--- src/verilog/smas_map.svh ---
// Constants of the serial memory access link: commands, field lengths, timing.
`ifndef SMAS_MAP_SVH
`define SMAS_MAP_SVH
`define SMAS_CMD_WRITE 8'h02
`define SMAS_CMD_READ 8'h03
`define SMAS_CMD_LAST_BIT 4'h7
`define SMAS_WORD_LAST_BIT 4'hf
`define SMAS_HDR_LAST_BIT 5'h17
`define SMAS_WORD_BITS_LAST 5'h0f
`define SMAS_FIFO_WIDTH 32
`define SMAS_FIFO_DEPTH 8
`define SMAS_MISO_RESET 1'b0
`define SMAS_REF_PERIOD_NS 50
`define SMAS_SCLK_PERIOD_NS 400
`define SMAS_SCLK_DIV (`SMAS_SCLK_PERIOD_NS / `SMAS_REF_PERIOD_NS)
`define SMAS_RESET_SCLK_CYCLES 2
`define SMAS_GAP_TICKS (`SMAS_RESET_SCLK_CYCLES * `SMAS_SCLK_DIV)
`endif

--- src/verilog/smas_pkg.sv ---
// Types shared by both ends of the serial memory access link.
`default_nettype none
package smas_pkg;
	typedef enum logic [2:0] {
		SMAS_IDLE, SMAS_CMD, SMAS_ADDR, SMAS_WDATA, SMAS_CHECK, SMAS_RDATA, SMAS_SKIP
	} smas_phase_e;
	typedef enum logic [1:0] {
		SMAS_M_IDLE, SMAS_M_GAP, SMAS_M_SHIFT, SMAS_M_END
	} smas_mstate_e;
endpackage
`default_nettype wire

--- src/verilog/smas_if.sv ---
// Four-wire serial link between the master and the memory access slave.
`timescale 1ns/1ps
`default_nettype none
interface smas_if;
	logic serial_clk;
	logic serial_select_n;
	logic serial_mosi;
	logic serial_miso;
	modport device (
		input serial_clk,
		input serial_select_n,
		input serial_mosi,
		output serial_miso
	);
	modport master (
		output serial_clk,
		output serial_select_n,
		output serial_mosi,
		input serial_miso
	);
endinterface
`default_nettype wire

--- src/verilog/smas_fifo.sv ---
// Small synchronous FIFO with valid and ready on both sides.
`timescale 1ns/1ps
`default_nettype none
module smas_fifo #(
	parameter int WIDTH = 32,
	parameter int DEPTH = 8
) (
	input wire logic ref_clk,
	input wire logic rst_n,
	input wire logic in_valid,
	output logic in_ready,
	input wire logic [WIDTH-1:0] in_data,
	output logic out_valid,
	input wire logic out_ready,
	output logic [WIDTH-1:0] out_data
);
	localparam int AW = $clog2(DEPTH);
	logic [WIDTH-1:0] mem [DEPTH];
	logic [AW-1:0] wr_ptr, next_wr_ptr, rd_ptr, next_rd_ptr;
	logic [AW:0] count, next_count;
	logic do_push, do_pop;
	assign in_ready = (count != (AW+1)'(DEPTH));
	assign out_valid = (count != '0);
	assign out_data = mem[rd_ptr];
	assign do_push = in_valid && in_ready;
	assign do_pop = out_valid && out_ready;
	always_comb begin
		next_wr_ptr = wr_ptr;
		next_rd_ptr = rd_ptr;
		next_count = count;
		if (do_push) begin
			next_wr_ptr = (wr_ptr == AW'(DEPTH-1)) ? '0 : wr_ptr + AW'(1);
		end
		if (do_pop) begin
			next_rd_ptr = (rd_ptr == AW'(DEPTH-1)) ? '0 : rd_ptr + AW'(1);
		end
		if (do_push && !do_pop) begin
			next_count = count + (AW+1)'(1);
		end else if (do_pop && !do_push) begin
			next_count = count - (AW+1)'(1);
		end
	end
	always_ff @(posedge ref_clk or negedge rst_n) begin
		if (!rst_n) begin
			wr_ptr <= '0;
			rd_ptr <= '0;
			count <= '0;
		end else begin
			wr_ptr <= next_wr_ptr;
			rd_ptr <= next_rd_ptr;
			count <= next_count;
		end
	end
	// The storage has no reset so that it can map onto plain memory cells.
	always_ff @(posedge ref_clk) begin
		if (do_push) begin
			mem[wr_ptr] <= in_data;
		end
	end
endmodule // smas_fifo
`default_nettype wire

--- src/verilog/smas_device.sv ---
// Serial memory access slave: the device end that serves the 16-bit word space.
`timescale 1ns/1ps
`default_nettype none
`include "smas_map.svh"
// What this block does
// - Master holds select high two clocks first.
// - Select low, then 8-bit command shifts in.
// - A 16-bit start address follows the command.
// - Then zero or more 16-bit data words.
// - Master keeps select low through the transaction.
// - Input line sampled on serial clock rise.
// - Read output changes on serial clock fall.
// - Only the master drives the serial clock.
// - Select high ends frame, drops partial word.
// - Each further 16 clocks moves the next word.
// - Command 02 writes consecutive locations from address.
// - Command 03 reads the addressed location.
// - Read sends check word, then location contents.
// - Check word is command and address high byte.
// - Reads continue over consecutive locations until deselect.
// - Deselected output: low running, high halted, driven.
// - Output is never shared with other slaves.
// - Works whether the processor runs or halts.
module smas_device
	import smas_pkg::*;
(
	input wire logic ref_clk,
	input wire logic rst_n,
	smas_if.device link,
	input wire logic cpu_halted,
	output logic mem_rd_req,
	output logic [15:0] mem_rd_addr,
	input wire logic mem_rd_valid,
	input wire logic [15:0] mem_rd_data,
	output logic mem_wr_valid,
	output logic [15:0] mem_wr_addr,
	output logic [15:0] mem_wr_data,
	input wire logic mem_wr_ready,
	output logic buf_ready
);
	// Index 2 is the clock, 1 the data input, 0 the select.
	logic [2:0] sync1;
	logic [2:0] sync2;
	logic sclk_q;
	logic rise, fall, sel_n_s, mosi_s;
	smas_phase_e phase, next_phase;
	logic [3:0] cnt, next_cnt;
	logic [7:0] cmd, next_cmd;
	logic [15:0] addr, next_addr;
	logic [15:0] in_sr, next_in_sr;
	logic [15:0] out_sr, next_out_sr;
	logic [15:0] rd_buf, next_rd_buf;
	logic [15:0] rd_addr, next_rd_addr;
	logic miso, next_miso;
	logic rd_req, next_rd_req;
	logic push, next_push;
	logic [31:0] push_data, next_push_data;
	logic wr_valid, next_wr_valid;
	logic [15:0] wr_addr, next_wr_addr;
	logic [15:0] wr_data, next_wr_data;
	logic buf_rdy, next_buf_rdy;
	logic f_in_ready, f_out_valid, f_out_ready;
	logic [31:0] f_out_data;

	assign sel_n_s = sync2[0];
	assign mosi_s = sync2[1];
	assign rise = sync2[2] && !sclk_q;
	assign fall = !sync2[2] && sclk_q;
	assign f_out_ready = !wr_valid || mem_wr_ready;

	// Write words wait here so that a slow memory port loses no word until all 8 entries are full.
	smas_fifo #(
		.WIDTH(`SMAS_FIFO_WIDTH),
		.DEPTH(`SMAS_FIFO_DEPTH)
	) u_wr_fifo (
		.ref_clk(ref_clk),
		.rst_n(rst_n),
		.in_valid(push),
		.in_ready(f_in_ready),
		.in_data(push_data),
		.out_valid(f_out_valid),
		.out_ready(f_out_ready),
		.out_data(f_out_data)
	);

	always_comb begin
		logic [15:0] word;
		word = 16'h0000;
		next_phase = phase;
		next_cnt = cnt;
		next_cmd = cmd;
		next_addr = addr;
		next_in_sr = in_sr;
		next_out_sr = out_sr;
		next_rd_buf = rd_buf;
		next_rd_addr = rd_addr;
		next_miso = miso;
		next_rd_req = 1'b0;
		next_push = 1'b0;
		next_push_data = push_data;
		next_buf_rdy = f_in_ready;
		next_wr_valid = wr_valid;
		next_wr_addr = wr_addr;
		next_wr_data = wr_data;
		if (mem_rd_valid) begin
			next_rd_buf = mem_rd_data;
		end
		if (f_out_valid && f_out_ready) begin
			next_wr_valid = 1'b1;
			next_wr_addr = f_out_data[31:16];
			next_wr_data = f_out_data[15:0];
		end else if (mem_wr_ready) begin
			next_wr_valid = 1'b0;
		end
		if (sel_n_s) begin
			// A partial word is dropped and the address stops here.
			next_phase = SMAS_IDLE;
			next_cnt = 4'h0;
			next_miso = cpu_halted;
		end else begin
			if (rise) begin
				next_in_sr = {in_sr[14:0], mosi_s};
				next_cnt = cnt + 4'h1;
				case (phase)
					SMAS_IDLE, SMAS_CMD: begin
						next_phase = SMAS_CMD;
						if (cnt == `SMAS_CMD_LAST_BIT) begin
							next_cmd = {in_sr[6:0], mosi_s};
							next_phase = SMAS_ADDR;
							next_cnt = 4'h0;
						end
					end
					SMAS_ADDR: begin
						if (cnt == `SMAS_WORD_LAST_BIT) begin
							next_addr = {in_sr[14:0], mosi_s};
							if (cmd == `SMAS_CMD_WRITE) begin
								next_phase = SMAS_WDATA;
							end else if (cmd == `SMAS_CMD_READ) begin
								next_phase = SMAS_CHECK;
								next_rd_req = 1'b1;
								next_rd_addr = next_addr;
							end else begin
								next_phase = SMAS_SKIP;
							end
						end
					end
					SMAS_WDATA: begin
						if (cnt == `SMAS_WORD_LAST_BIT) begin
							next_push = 1'b1;
							next_push_data = {addr, in_sr[14:0], mosi_s};
							next_addr = addr + 16'h0001;
						end
					end
					SMAS_CHECK: begin
						if (cnt == `SMAS_WORD_LAST_BIT) begin
							next_phase = SMAS_RDATA;
						end
					end
					SMAS_RDATA: begin
						if (cnt == `SMAS_WORD_LAST_BIT) begin
							next_addr = addr + 16'h0001;
						end
					end
					default: begin
					end
				endcase
			end
			if (fall && (phase == SMAS_CHECK || phase == SMAS_RDATA)) begin
				if (cnt == 4'h0) begin
					if (phase == SMAS_CHECK) begin
						word = {cmd, addr[15:8]};
					end else begin
						word = rd_buf;
						// Fetch the next word now so memory has a whole word time.
						next_rd_req = 1'b1;
						next_rd_addr = addr + 16'h0001;
					end
					next_miso = word[15];
					next_out_sr = {word[14:0], 1'b0};
				end else begin
					next_miso = out_sr[15];
					next_out_sr = {out_sr[14:0], 1'b0};
				end
			end
		end
	end

	always_ff @(posedge ref_clk or negedge rst_n) begin
		if (!rst_n) begin
			sync1 <= 3'h1;
			sync2 <= 3'h1;
			sclk_q <= 1'b0;
			phase <= SMAS_IDLE;
			cnt <= 4'h0;
			cmd <= 8'h00;
			addr <= 16'h0000;
			in_sr <= 16'h0000;
			out_sr <= 16'h0000;
			rd_buf <= 16'h0000;
			rd_addr <= 16'h0000;
			miso <= `SMAS_MISO_RESET;
			rd_req <= 1'b0;
			push <= 1'b0;
			push_data <= 32'h00000000;
			wr_valid <= 1'b0;
			wr_addr <= 16'h0000;
			wr_data <= 16'h0000;
			buf_rdy <= 1'b0;
		end else begin
			sync1 <= {link.serial_clk, link.serial_mosi, link.serial_select_n};
			sync2 <= sync1;
			sclk_q <= sync2[2];
			phase <= next_phase;
			cnt <= next_cnt;
			cmd <= next_cmd;
			addr <= next_addr;
			in_sr <= next_in_sr;
			out_sr <= next_out_sr;
			rd_buf <= next_rd_buf;
			rd_addr <= next_rd_addr;
			miso <= next_miso;
			rd_req <= next_rd_req;
			push <= next_push;
			push_data <= next_push_data;
			wr_valid <= next_wr_valid;
			wr_addr <= next_wr_addr;
			wr_data <= next_wr_data;
			buf_rdy <= next_buf_rdy;
		end
	end

	// The output is always driven, so it cannot be wired in parallel.
	assign link.serial_miso = miso;
	assign mem_rd_req = rd_req;
	assign mem_rd_addr = rd_addr;
	assign mem_wr_valid = wr_valid;
	assign mem_wr_addr = wr_addr;
	assign mem_wr_data = wr_data;
	assign buf_ready = buf_rdy;
endmodule // smas_device
`default_nettype wire

--- src/flat_wrapper.sv ---
// flat-port wrapper written by rule: the top's interface ports become plain ports
module smas_device_flat import smas_pkg::*;
  (ref_clk, rst_n, cpu_halted, mem_rd_req, mem_rd_addr, mem_rd_valid, mem_rd_data, mem_wr_valid, mem_wr_addr, mem_wr_data, mem_wr_ready, buf_ready, link_serial_clk, link_serial_select_n, link_serial_mosi, link_serial_miso);
  smas_if link_i ();
  input wire logic ref_clk;
  input wire logic rst_n;
  input wire logic cpu_halted;
  output logic mem_rd_req;
  output logic [15:0] mem_rd_addr;
  input wire logic mem_rd_valid;
  input wire logic [15:0] mem_rd_data;
  output logic mem_wr_valid;
  output logic [15:0] mem_wr_addr;
  output logic [15:0] mem_wr_data;
  input wire logic mem_wr_ready;
  output logic buf_ready;
  input wire logic [$bits(link_i.serial_clk)-1:0] link_serial_clk;
  input wire logic [$bits(link_i.serial_select_n)-1:0] link_serial_select_n;
  input wire logic [$bits(link_i.serial_mosi)-1:0] link_serial_mosi;
  output wire logic [$bits(link_i.serial_miso)-1:0] link_serial_miso;
  assign link_i.serial_clk = link_serial_clk;
  assign link_i.serial_select_n = link_serial_select_n;
  assign link_i.serial_mosi = link_serial_mosi;
  assign link_serial_miso = link_i.serial_miso;
  smas_device u_core (.ref_clk(ref_clk), .rst_n(rst_n), .link(link_i), .cpu_halted(cpu_halted), .mem_rd_req(mem_rd_req), .mem_rd_addr(mem_rd_addr), .mem_rd_valid(mem_rd_valid), .mem_rd_data(mem_rd_data), .mem_wr_valid(mem_wr_valid), .mem_wr_addr(mem_wr_addr), .mem_wr_data(mem_wr_data), .mem_wr_ready(mem_wr_ready), .buf_ready(buf_ready));
endmodule
--- config.mk ---
export PLATFORM = sky130hd
export DESIGN_NAME = smas_device_flat
export DESIGN_NICKNAME = d
export VERILOG_FILES = /design/src/verilog/smas_pkg.sv /design/src/verilog/smas_if.sv /design/src/verilog/smas_fifo.sv /design/src/verilog/smas_device.sv /design/src/flat_wrapper.sv
export VERILOG_INCLUDE_DIRS = /design/src /design/src/verilog
export SDC_FILE = /design/constraint.sdc
export NUM_CORES = 1
export LEC_CHECK = 0
export BUFFER_PORTS_ARGS = -buffer_cell sky130_fd_sc_hd__buf_2
export CELL_PAD_IN_SITES_DETAIL_PLACEMENT = 2
export CELL_PAD_IN_SITES_GLOBAL_PLACEMENT = 2
export CORE_MARGIN = 5
export CORE_UTILIZATION = 45
export DETAILED_ROUTE_END_ITERATION = 16
export GPL_TIMING_DRIVEN = 0
export HOLD_SLACK_MARGIN = 0.05
export PLACE_DENSITY = 0.74
export SLEW_MARGIN = 10
export SYNTH_ARGS = -nofsm -noshare
export SYNTH_HDL_FRONTEND = slang
export SYNTH_SLANG_ARGS = --single-unit
--- constraint.sdc ---
create_clock -name ref_clk -period 5.3 [get_ports ref_clk]
set_input_delay 0.265 -clock ref_clk [delete_from_list [all_inputs] [get_ports ref_clk]]
set_output_delay 0.265 -clock ref_clk [all_outputs]
set_load 0.1 [all_outputs]
Word-level counts from Yosys, hierarchy flattened
Memory sizes are Yosys's and may differ from the RTL's. A register that Yosys moved wholly into a read port is not among the register bits.
Cells that the tools add are included.
{"block": "word_totals", "in_bits": 24, "reg_bits": 148, "output_inout_bits": 52, "elab_cells": 125, "mem_count": 1, "ramBits": 256}
{"memory": "u_core.u_wr_fifo.mem", "words": 8, "word_bits": 32, "read_ports": 1, "rd_ports_with_merged_regs": 1, "write_ports": 1, "line_no": "smas_fifo.sv:18", "rtl": "logic [WIDTH-1:0] mem [DEPTH];"}
{"block": "classes", "eq_ne": 16, "n_mux": 49, "bitwise": 1, "reduce_logical": 32, "add_sub_neg": 6}
{"op": "$mux W16", "count": 12}
{"op": "$pmux W16 S2", "count": 1}
{"op": "$mux W4", "count": 6}
{"op": "$mux W3", "count": 7}
{"op": "$mux W1", "count": 20}
{"op": "$add A16 B1 Y16 const B", "count": 1}
{"op": "$eq A8 B2 Y1 const B", "count": 2}
{"op": "$eq A3 B3 Y1 const B", "count": 4}
{"op": "$reduce_and A4 Y1", "count": 3}
{"op": "$reduce_bool A2 Y1", "count": 5}
{"op": "$pmux W3 S3", "count": 1}
{"op": "$add A4 B1 Y4 const B", "count": 2}
{"op": "$reduce_bool A4 Y1", "count": 2}
{"op": "$logic_and A1 B1 Y1", "count": 7}
{"op": "$add A3 B1 Y3 const B", "count": 2}
{"op": "$eq A3 B2 Y1 const B", "count": 2}
{"op": "$logic_not A1 Y1", "count": 6}
{"op": "$ne A3 B1 Y1 const B", "count": 2}
{"op": "$reduce_and A5 Y1", "count": 1}
{"op": "$eq A4 B3 Y1 const B", "count": 1}
{"op": "$eq A4 B4 Y1 const B", "count": 1}
{"op": "$logic_not A4 Y1", "count": 1}
{"op": "$mux W2", "count": 2}
{"op": "$ne A2 B1 Y1 const B", "count": 2}
{"op": "other kinds (8)", "count": 11}

Longest topological paths before layout
Gate-level depths: netlist (run 1).
{"block": "depth", "word_depth": 10, "mapped_depth": 13}

Hierarchy
A second synthesis (run 1) with hierarchy kept.
{"block": "hier_totals", "cells_unflattened": 1044, "area_unflattened_um2": 17644.4}
{"mod": "smas_fifo", "instances": 1, "area_each_um2": 10259.8, "seq_area_each_um2": 7937.6, "cells_per_inst": 434}
{"mod": "smas_device", "instances": 1, "area_each_um2": 7384.6, "seq_area_each_um2": 4231.6, "cells_per_inst": 610}

Worst setup path after synthesis (run 1)
OpenSTA, ideal clock, no wires.
{"block": "synth_path", "path_type": "reg2reg", "from": "register u_core.u_wr_fifo.count[0]", "to": "memory u_core.u_wr_fifo.mem[2][0] (enable)", "required_time_ns": 4.787, "path_buffers": 0, "path_stages_with_launch": 5, "setup_slack_ns": 0.679, "t_arrival_ns": 4.108, "cell_sequence": "dfrtp_1 nor3_1 nand2_1 nand2_1 nor4b_1"}
{"block": "synth_via", "elab_chain_len": 4}
{"item": "start, declared", "line_no": "smas_fifo.sv:20", "rtl": "logic [AW:0] count, next_count;"}
{"item": "start signal, assigned", "line_no": "smas_fifo.sv:51", "rtl": "count <= next_count;"}
{"item": "$ne A4 B4 Y1", "line_no": "smas_fifo.sv:22", "rtl": "assign in_ready = (count != (AW+1)'(DEPTH));"}
{"item": "via u_core.f_in_ready", "line_no": "smas_device.sv:62", "rtl": "logic f_in_ready, f_out_valid, f_out_ready;"}
{"item": "$logic_and A1 B1 Y1", "line_no": "smas_fifo.sv:25", "rtl": "assign do_push = in_valid && in_ready;"}
{"item": "$mux W1", "line_no": "smas_fifo.sv:56", "rtl": "if (do_push) begin"}
{"item": "$mux W1 (not written as such)", "line_no": "smas_fifo.sv:57", "rtl": "mem[wr_ptr] <= in_data;"}
{"item": "end, declared", "line_no": "smas_fifo.sv:18"}
The timed path passes the listed nets, and every way through them passes these cells.

Final worst setup path (run 1)
{"block": "layout_path", "from": "register u_core.u_wr_fifo.count[0]", "to": "register u_core.u_wr_fifo.count[3]"}
{"block": "layout_via", "elab_chain_len": 5}
{"item": "branches (longest 5 deep; another with $sub A4 B1 Y4)"}
Several ways; the timed one is not identified. The select of a mux whose other input is x is not followed.
A chain may end at the register's enable or synchronous reset.

==> results.toml, run 1 <==
[sta]
relSlewSlack = 0.294
rsz0062_at_grt = "false"
finalSetupViolations = 0
final.setup.tns_ps = 0
fin_skew_ps = 8.60
clock.fmax_mhz = 258
finalCritPeriodShare = 0.732
hold_viol = 0
fin_crit_ps = 3880
finalMaxSlewViolations = 0
finalWorstSetupSlack_ps = 1420
worst_pin_slew_ps = 1050
fin_hold_ws_ps = 215

[drt]
route.met2.wl_um = 26100
met3_length_um = 2040
drt-vias-per-instance = 5.65
postRouteAntennaNets = 0
highest_layer = "met4"
drt-total-wl_um = 49400
met1_length_um = 20200
drc_errors = 0
wire_per_inst_um = 27.1
drt_iter0_markers = 555
first_pass_iters = 5
dr_total_vias = 10300

[global_route]
grt_pass1_wl_um = 75300
grt_max_degree = 93
antenna_found_initial = 0
gr-total-overflow = 0
grt_usage = 0.238
grt_pass1_vias = 11700

[clocking]
cts_tree = "done"
cts.sinks = 435
cts_resized = 0
cts_root_buf = "clkbuf_16"
htree_levels = 2
cts_inserted_buffers = 48
clockBufferDepth = 3
clkLatencyLatePin_ps = 580
clk_pin_slew_ps = 60

[worst_setup_path]
required_ps = 5800
path_max_fanout = 10
r2r_setup_slack_ps = 1420
path_class = "reg2reg"
arrival_ps = 4380
critPathLaunchType = "flop"
end_kind = "flop"

[final_layout]
antenna_cells = 0
drive_above_1_share = 0.281
final_nets = 1300
syn2layout_area_growth_pct = 19.1
final_cells = 1823

[power_and_ir_drop]
ir_worst_vdd_mv = 0.255
fin_total_pwr_mw = 8.50
p_leak_nw = 7.22
power_density_nw_per_um2 = 409

[synth]
yosys_most_used_dff = "edfxtp_1"
synth_fp_nets = 1114
ys_seq_area_frac = 0.698
synth-async-reset-ratio = 0.411
synth_edf_count = 256
synth_area_um2 = 17400
synthCells = 1079
avgSynthCellArea_um2 = 16.2
ys_types = 57
yosysWarningCount = 0
synth_seq_cells = 435

[placement]
numPlacedInstances = 1711
place_congestion = 0.791
port_buffers = 74
place_ws_ps = 1410
dp_hpwl_um = 34800

[floorplan]
floorplan.initialDensity = 0.453
dieWidth_um = 207
boundaryPins = 76
rows = 72
core_um2 = 38500
dieArea_um2 = 42800
die_h_um = 207

[run]
maxCapViolations = 0

[run_status]
status = "completed"

[worst_hold_path]
hold_path.class = "in2reg"
final timing paths:
kind | from | endpoint | cells past startpoint
setup / recovery | u_core.u_wr_fifo.count[0] | u_core.u_wr_fifo.count[3] | 13
hold / removal | mem_rd_valid | u_core.rd_buf[4] | 2
setup reg to reg | u_core.u_wr_fifo.count[0] | u_core.u_wr_fifo.count[3] | 13
hold reg to reg | u_core.sync1[0] | u_core.sync2[0] | 0
max in group asynchronous | rst_n | u_core.cmd[2] | 3
min in group asynchronous | rst_n | u_core.u_wr_fifo.count[2] | 2
kinds of logic (layout without fill, tap and decap cells):
group	Yosys count	count (layout)	share of synthesized area
compound gates	147	147	0.0487
xor+xnor	18	18	0.00904
fa+ha+maj	11	11	0.00832
buf+inv	78	304	0.0206
flops	435	435	0.698
mux	192	192	0.162
simple gates	198	198	0.0539
stage by stage:
step	cell area [um2]	util
global placement	18500	0.480
floorplan	17400	-
detailed placement	18900	0.491
finish	20800	0.540
global route	20800	0.540
CTS	20800	0.540
report_power, final:
part	internal [mW]	leakage (nW)	switching, mW
sequential	3.68	3.98	0.151
combinational	0.457	2.44	0.774
clock	2.09	0.799	1.35
total	6.23	7.22	2.27
per-layer routing:
layer | vias up | track usage
met3 | 72 | 0.0348
met4 | 0 | 0.0678
met5 | - | 0
li1 | 4474 | -
met1 | 5500 | 0.303
met2 | 245 | 0.426
state kept, by name, indices dropped and copies added (netlist names), 3 cells and up:
register and cells:
u_core.push_data 32, u_core.rd_buf 16, u_core.cnt 4, u_core.out_sr 15, u_core.mem_rd_addr 16, u_core.cmd 8
u_core.sync1 3, u_core.mem_wr_data 16, u_core.mem_wr_addr 16, u_core.u_wr_fifo.wr_ptr 3, u_core.addr 16, u_core.phase 3
u_core.sync2 3, u_core.u_wr_fifo.mem 256, u_core.in_sr 15, u_core.u_wr_fifo.count 4, u_core.u_wr_fifo.rd_ptr 3
cell usage after synthesis (all sizes together), types with 2 or more instances:
library cell,n,area [um2]
a21o,3,22.5
a21oi,56,280
a221o,4,40.0
a22oi,8,60.1
a2bb2oi,2,17.5
a31oi,2,12.5
and3,3,18.8
buf,26,164
clkbuf,34,128
dfrtp,177,4430
dfstp,2,52.6
edfxtp,256,7690
ha,10,125
inv,18,67.6
mux2,78,878
mux2i,50,500
mux4,64,1440
nand2,60,225
nand2b,3,18.8
nand3,12,60.1
nand4,4,25.0
nor2,70,270
nor2b,3,18.8
nor3,15,75.1
nor3b,6,50.1
nor4,9,71.3
nor4b,3,26.3
o21ai,54,270
o221a,4,45.0
o22ai,7,43.8
o31ai,2,15.0
or2,2,12.5
xnor2,11,96.3
xor2,7,61.3
area by class of cell:
cell class,count,area (um2)
timing repair buffer,136,990
tap,518,648
buffer,60,292
clock buffer,68,1370
inverter,18,67.6
sequential,435,12200
fill,3471,17700
multi-input combinational,566,4960
clock inverter,22,270
worst max-delay path, cell delays in order (launching register included):
cell and delay (ps):
dfrtp_1 460, nor4_1 130, a21oi_1 490, clkbuf_1 530, clkbuf_1 620, inv_1 120, ha_1 250, inv_1 130
ha_1 250, a21o_1 180, a21oi_1 190, xnor2_1 100, nor2_1 160, xor2_1 180
placed cells by master (no fill, tap or decap), types with 7 or more instances in the layout:
master	synthesis	final
o22ai_1	7	7
inv_1	17	17
buf_6	5	20
dlygate4sd3_1	0	22
nor4_1	8	7
xor2_1	7	7
a21oi_1	56	56
nand2_1	60	60
edfxtp_1	256	256
buf_2	14	87
nor3_1	15	13
ha_1	10	10
nor2_1	69	68
mux4_2	64	64
xnor2_1	11	11
clkbuf_16	0	50
buf_4	3	26
clkbuf_1	34	47
clkinv_2	0	8
a22oi_1	8	8
nand3_1	12	12
mux2i_1	50	50
mux2_2	73	73
o21ai_0	48	48
dfrtp_1	177	177
repair_timing:
| item | 4_1_cts | 5_1_grt |
|---|---|---|
| setup buffers | 0 | 0 |
| hold buffers | 22 | 0 |
| endpoints found under the hold margin | 108 | 0 |
(Power assumes the default switching activity.)
==> inputs of run 2 (changes only) <==
==> constraint.sdc (replaced) <==
create_clock -name ref_clk -period 3.6 [get_ports ref_clk]
set_input_delay 0.18 -clock ref_clk [delete_from_list [all_inputs] [get_ports ref_clk]]
set_output_delay 0.18 -clock ref_clk [all_outputs]
set_load 0.1 [all_outputs]
==> results.toml, run 2 (synthesis results as in run 1) <==
[worst_setup_path]
r2r-start = "u_core.u_wr_fifo.count[0]"
path_buf_inv = 4
crit_family = "buffers and inverters"
required_ps = 4050
crit_path_max_incr_delay_ps = 460
critPathLaunchType = "flop"
critPathLaunch = "u_core.u_wr_fifo.count[0]"
path_max_fanout = 10
arrival_ps = 3780
end_kind = "flop"
crit_chain = "nor4_1 -> a21oi_1 -> clkbuf_2 -> clkbuf_2 -> inv_1 -> ha_1 -> inv_1 -> ha_1 -> a21o_1 -> a21oi_1 -> xnor2_1 -> nor2_1 -> xor2_1"
cp_slowest_cell = "dfrtp_1"
path_class = "reg2reg"

[global_route]
grt_pass1_wl_um = 74900
grt_max_degree = 92
antenna_found_initial = 0
gr-total-overflow = 0
grt_usage = 0.237
grt_pass1_vias = 11600

[clocking]
htree_levels = 2
clockBufferDepth = 3
clkLatencyLatePin_ps = 580
cts.sinks = 435
cts_root_buf = "clkbuf_16"
cts_inserted_buffers = 47
clk_pin_slew_ps = 60
cts_tree = "done"

[final_layout]
final_nets = 1285
regMostFlops = "u_core.u_wr_fifo.mem"
fillers = 3510
drive_above_1_share = 0.272
seqCellArea_um2 = 12200
largest_registers = "u_core.u_wr_fifo.mem: 256 flops, u_core.push_data: 32 flops"
antenna_cells = 0
syn2layout_area_growth_pct = 18.2
final_util = 0.536
mostFrequentLayoutCells = "256 x edfxtp_1, 177 x dfrtp_1, 87 x buf_2"
multi_input_area_um2 = 5000
largest_register_ffs = 256
layout_commonest_cell = "edfxtp_1"

[power_and_ir_drop]
ir_worst_vdd_mv = 0.347
clockPowerShare = 0.385
fin_total_pwr_mw = 12.1
swShare = 0.277
power_density_nw_per_um2 = 587
p_int_mw = 8.75
p_seq_frac = 0.466
switching_power_mw = 3.35
combPwrFrac = 0.150
p_leak_nw = 7.09

[drt]
postRouteAntennaNets = 0
first_pass_iters = 5
drt-total-wl_um = 49300
dr_total_vias = 10200
wire_per_inst_um = 27.3
drt-vias-per-instance = 5.62
drt_iter0_markers = 594
drc_errors = 0

[worst_hold_path]
min-delay-start = "mem_rd_valid"
hold_path.class = "in2reg"

[sta]
clock.fmax_mhz = 300
fin_skew_ps = 15.2
relSlewSlack = 0.347
worst_pin_slew_ps = 980
fin_crit_ps = 3340
fin_hold_ws_ps = 129
finalMaxSlewViolations = 0
finalCritPeriodShare = 0.927
rsz0062_at_grt = "false"
finalSetupViolations = 0
hold_viol = 0
final.setup.tns_ps = 0

[floorplan]
rows = 72
floorplan.initialDensity = 0.453
die_h_um = 207
dieWidth_um = 207
core_um2 = 38500
boundaryPins = 76
dieArea_um2 = 42800

[placement]
dp_hpwl_um = 33400
place_congestion = 0.793
port_buffers = 74

[run_status]
status = "completed"

[run]
maxCapViolations = 0
[run 2: cell count changes in the layout (fill, tap and decap cells not counted), moves of 3 or more]
cell and delta:
clkinv_2 +6, clkbuf_16 -3, buf_4 -21, buf_6 -3
bufinv_16 -3, buf_16 +3, clkbuf_8 -3, buf_8 +7
[run 2: area by class of cell]
type	instances	area share
repair buffers	122	0.0478
plain buffers	60	0.0143
clock buffers	62	0.0608
multi-input cells	566	0.243
well taps	518	0.0314
inverters	18	0.00328
clock inverters	24	0.00929
flip-flops and latches	435	0.590
[run 2: layer usage]
metal  track usage  vias to the layer above  wire [um]
li1              -                     4452          -
met3        0.0386                       69       1710
met5             0                        -          0
met1         0.304                     5423      20500
met2         0.426                      206      26200
met4        0.0562                        0        979
[run 2: path summary, 6_finish.rpt]
path | to | slack (ps) | cells after the start
worst max-delay path | u_core.u_wr_fifo.count[3] | 260 | 13
worst min-delay path | u_core.rd_buf[4] | 130 | 2
worst max register to register | u_core.u_wr_fifo.count[3] | 260 | 13
worst min register to register | u_core.sync2[1] | 350 | 0
max in group asynchronous | u_core.sync2[0] | 2360 | 3
min in group asynchronous | u_core.u_wr_fifo.wr_ptr[1] | 260 | 2
[run 2: what timing repair did]
action                     CTS  global route
hold endpoints to repair   111             0
gates resized for setup      1             2
setup endpoints to repair    1             1
hold buffers                22             0
setup buffers                0             0
[run 2: through the flow]
step / worst slack (ps) / area [um2] / instances
floorplan: 131 / 17500 / 1079
global placement: -2780 / 18500 / 1671
detailed placement: -126 / 18900 / 1697
CTS: 17.9 / 20600 / 1805
global route: 56.3 / 20600 / 1805
finish: 264 / 20600 / 1805
[run 2: power by group through the flow]
stage / Combinational [mW] / Sequential [mW] / Clock, mW
final: 1.81 / 5.63 / 4.66
after global routing: 1.94 / 5.65 / 5.00
after CTS: 1.86 / 5.63 / 4.75
after detailed placement: 1.82 / 5.73 / 0
after global placement: 1.76 / 5.72 / 0
after floorplan: 1.12 / 5.77 / 0
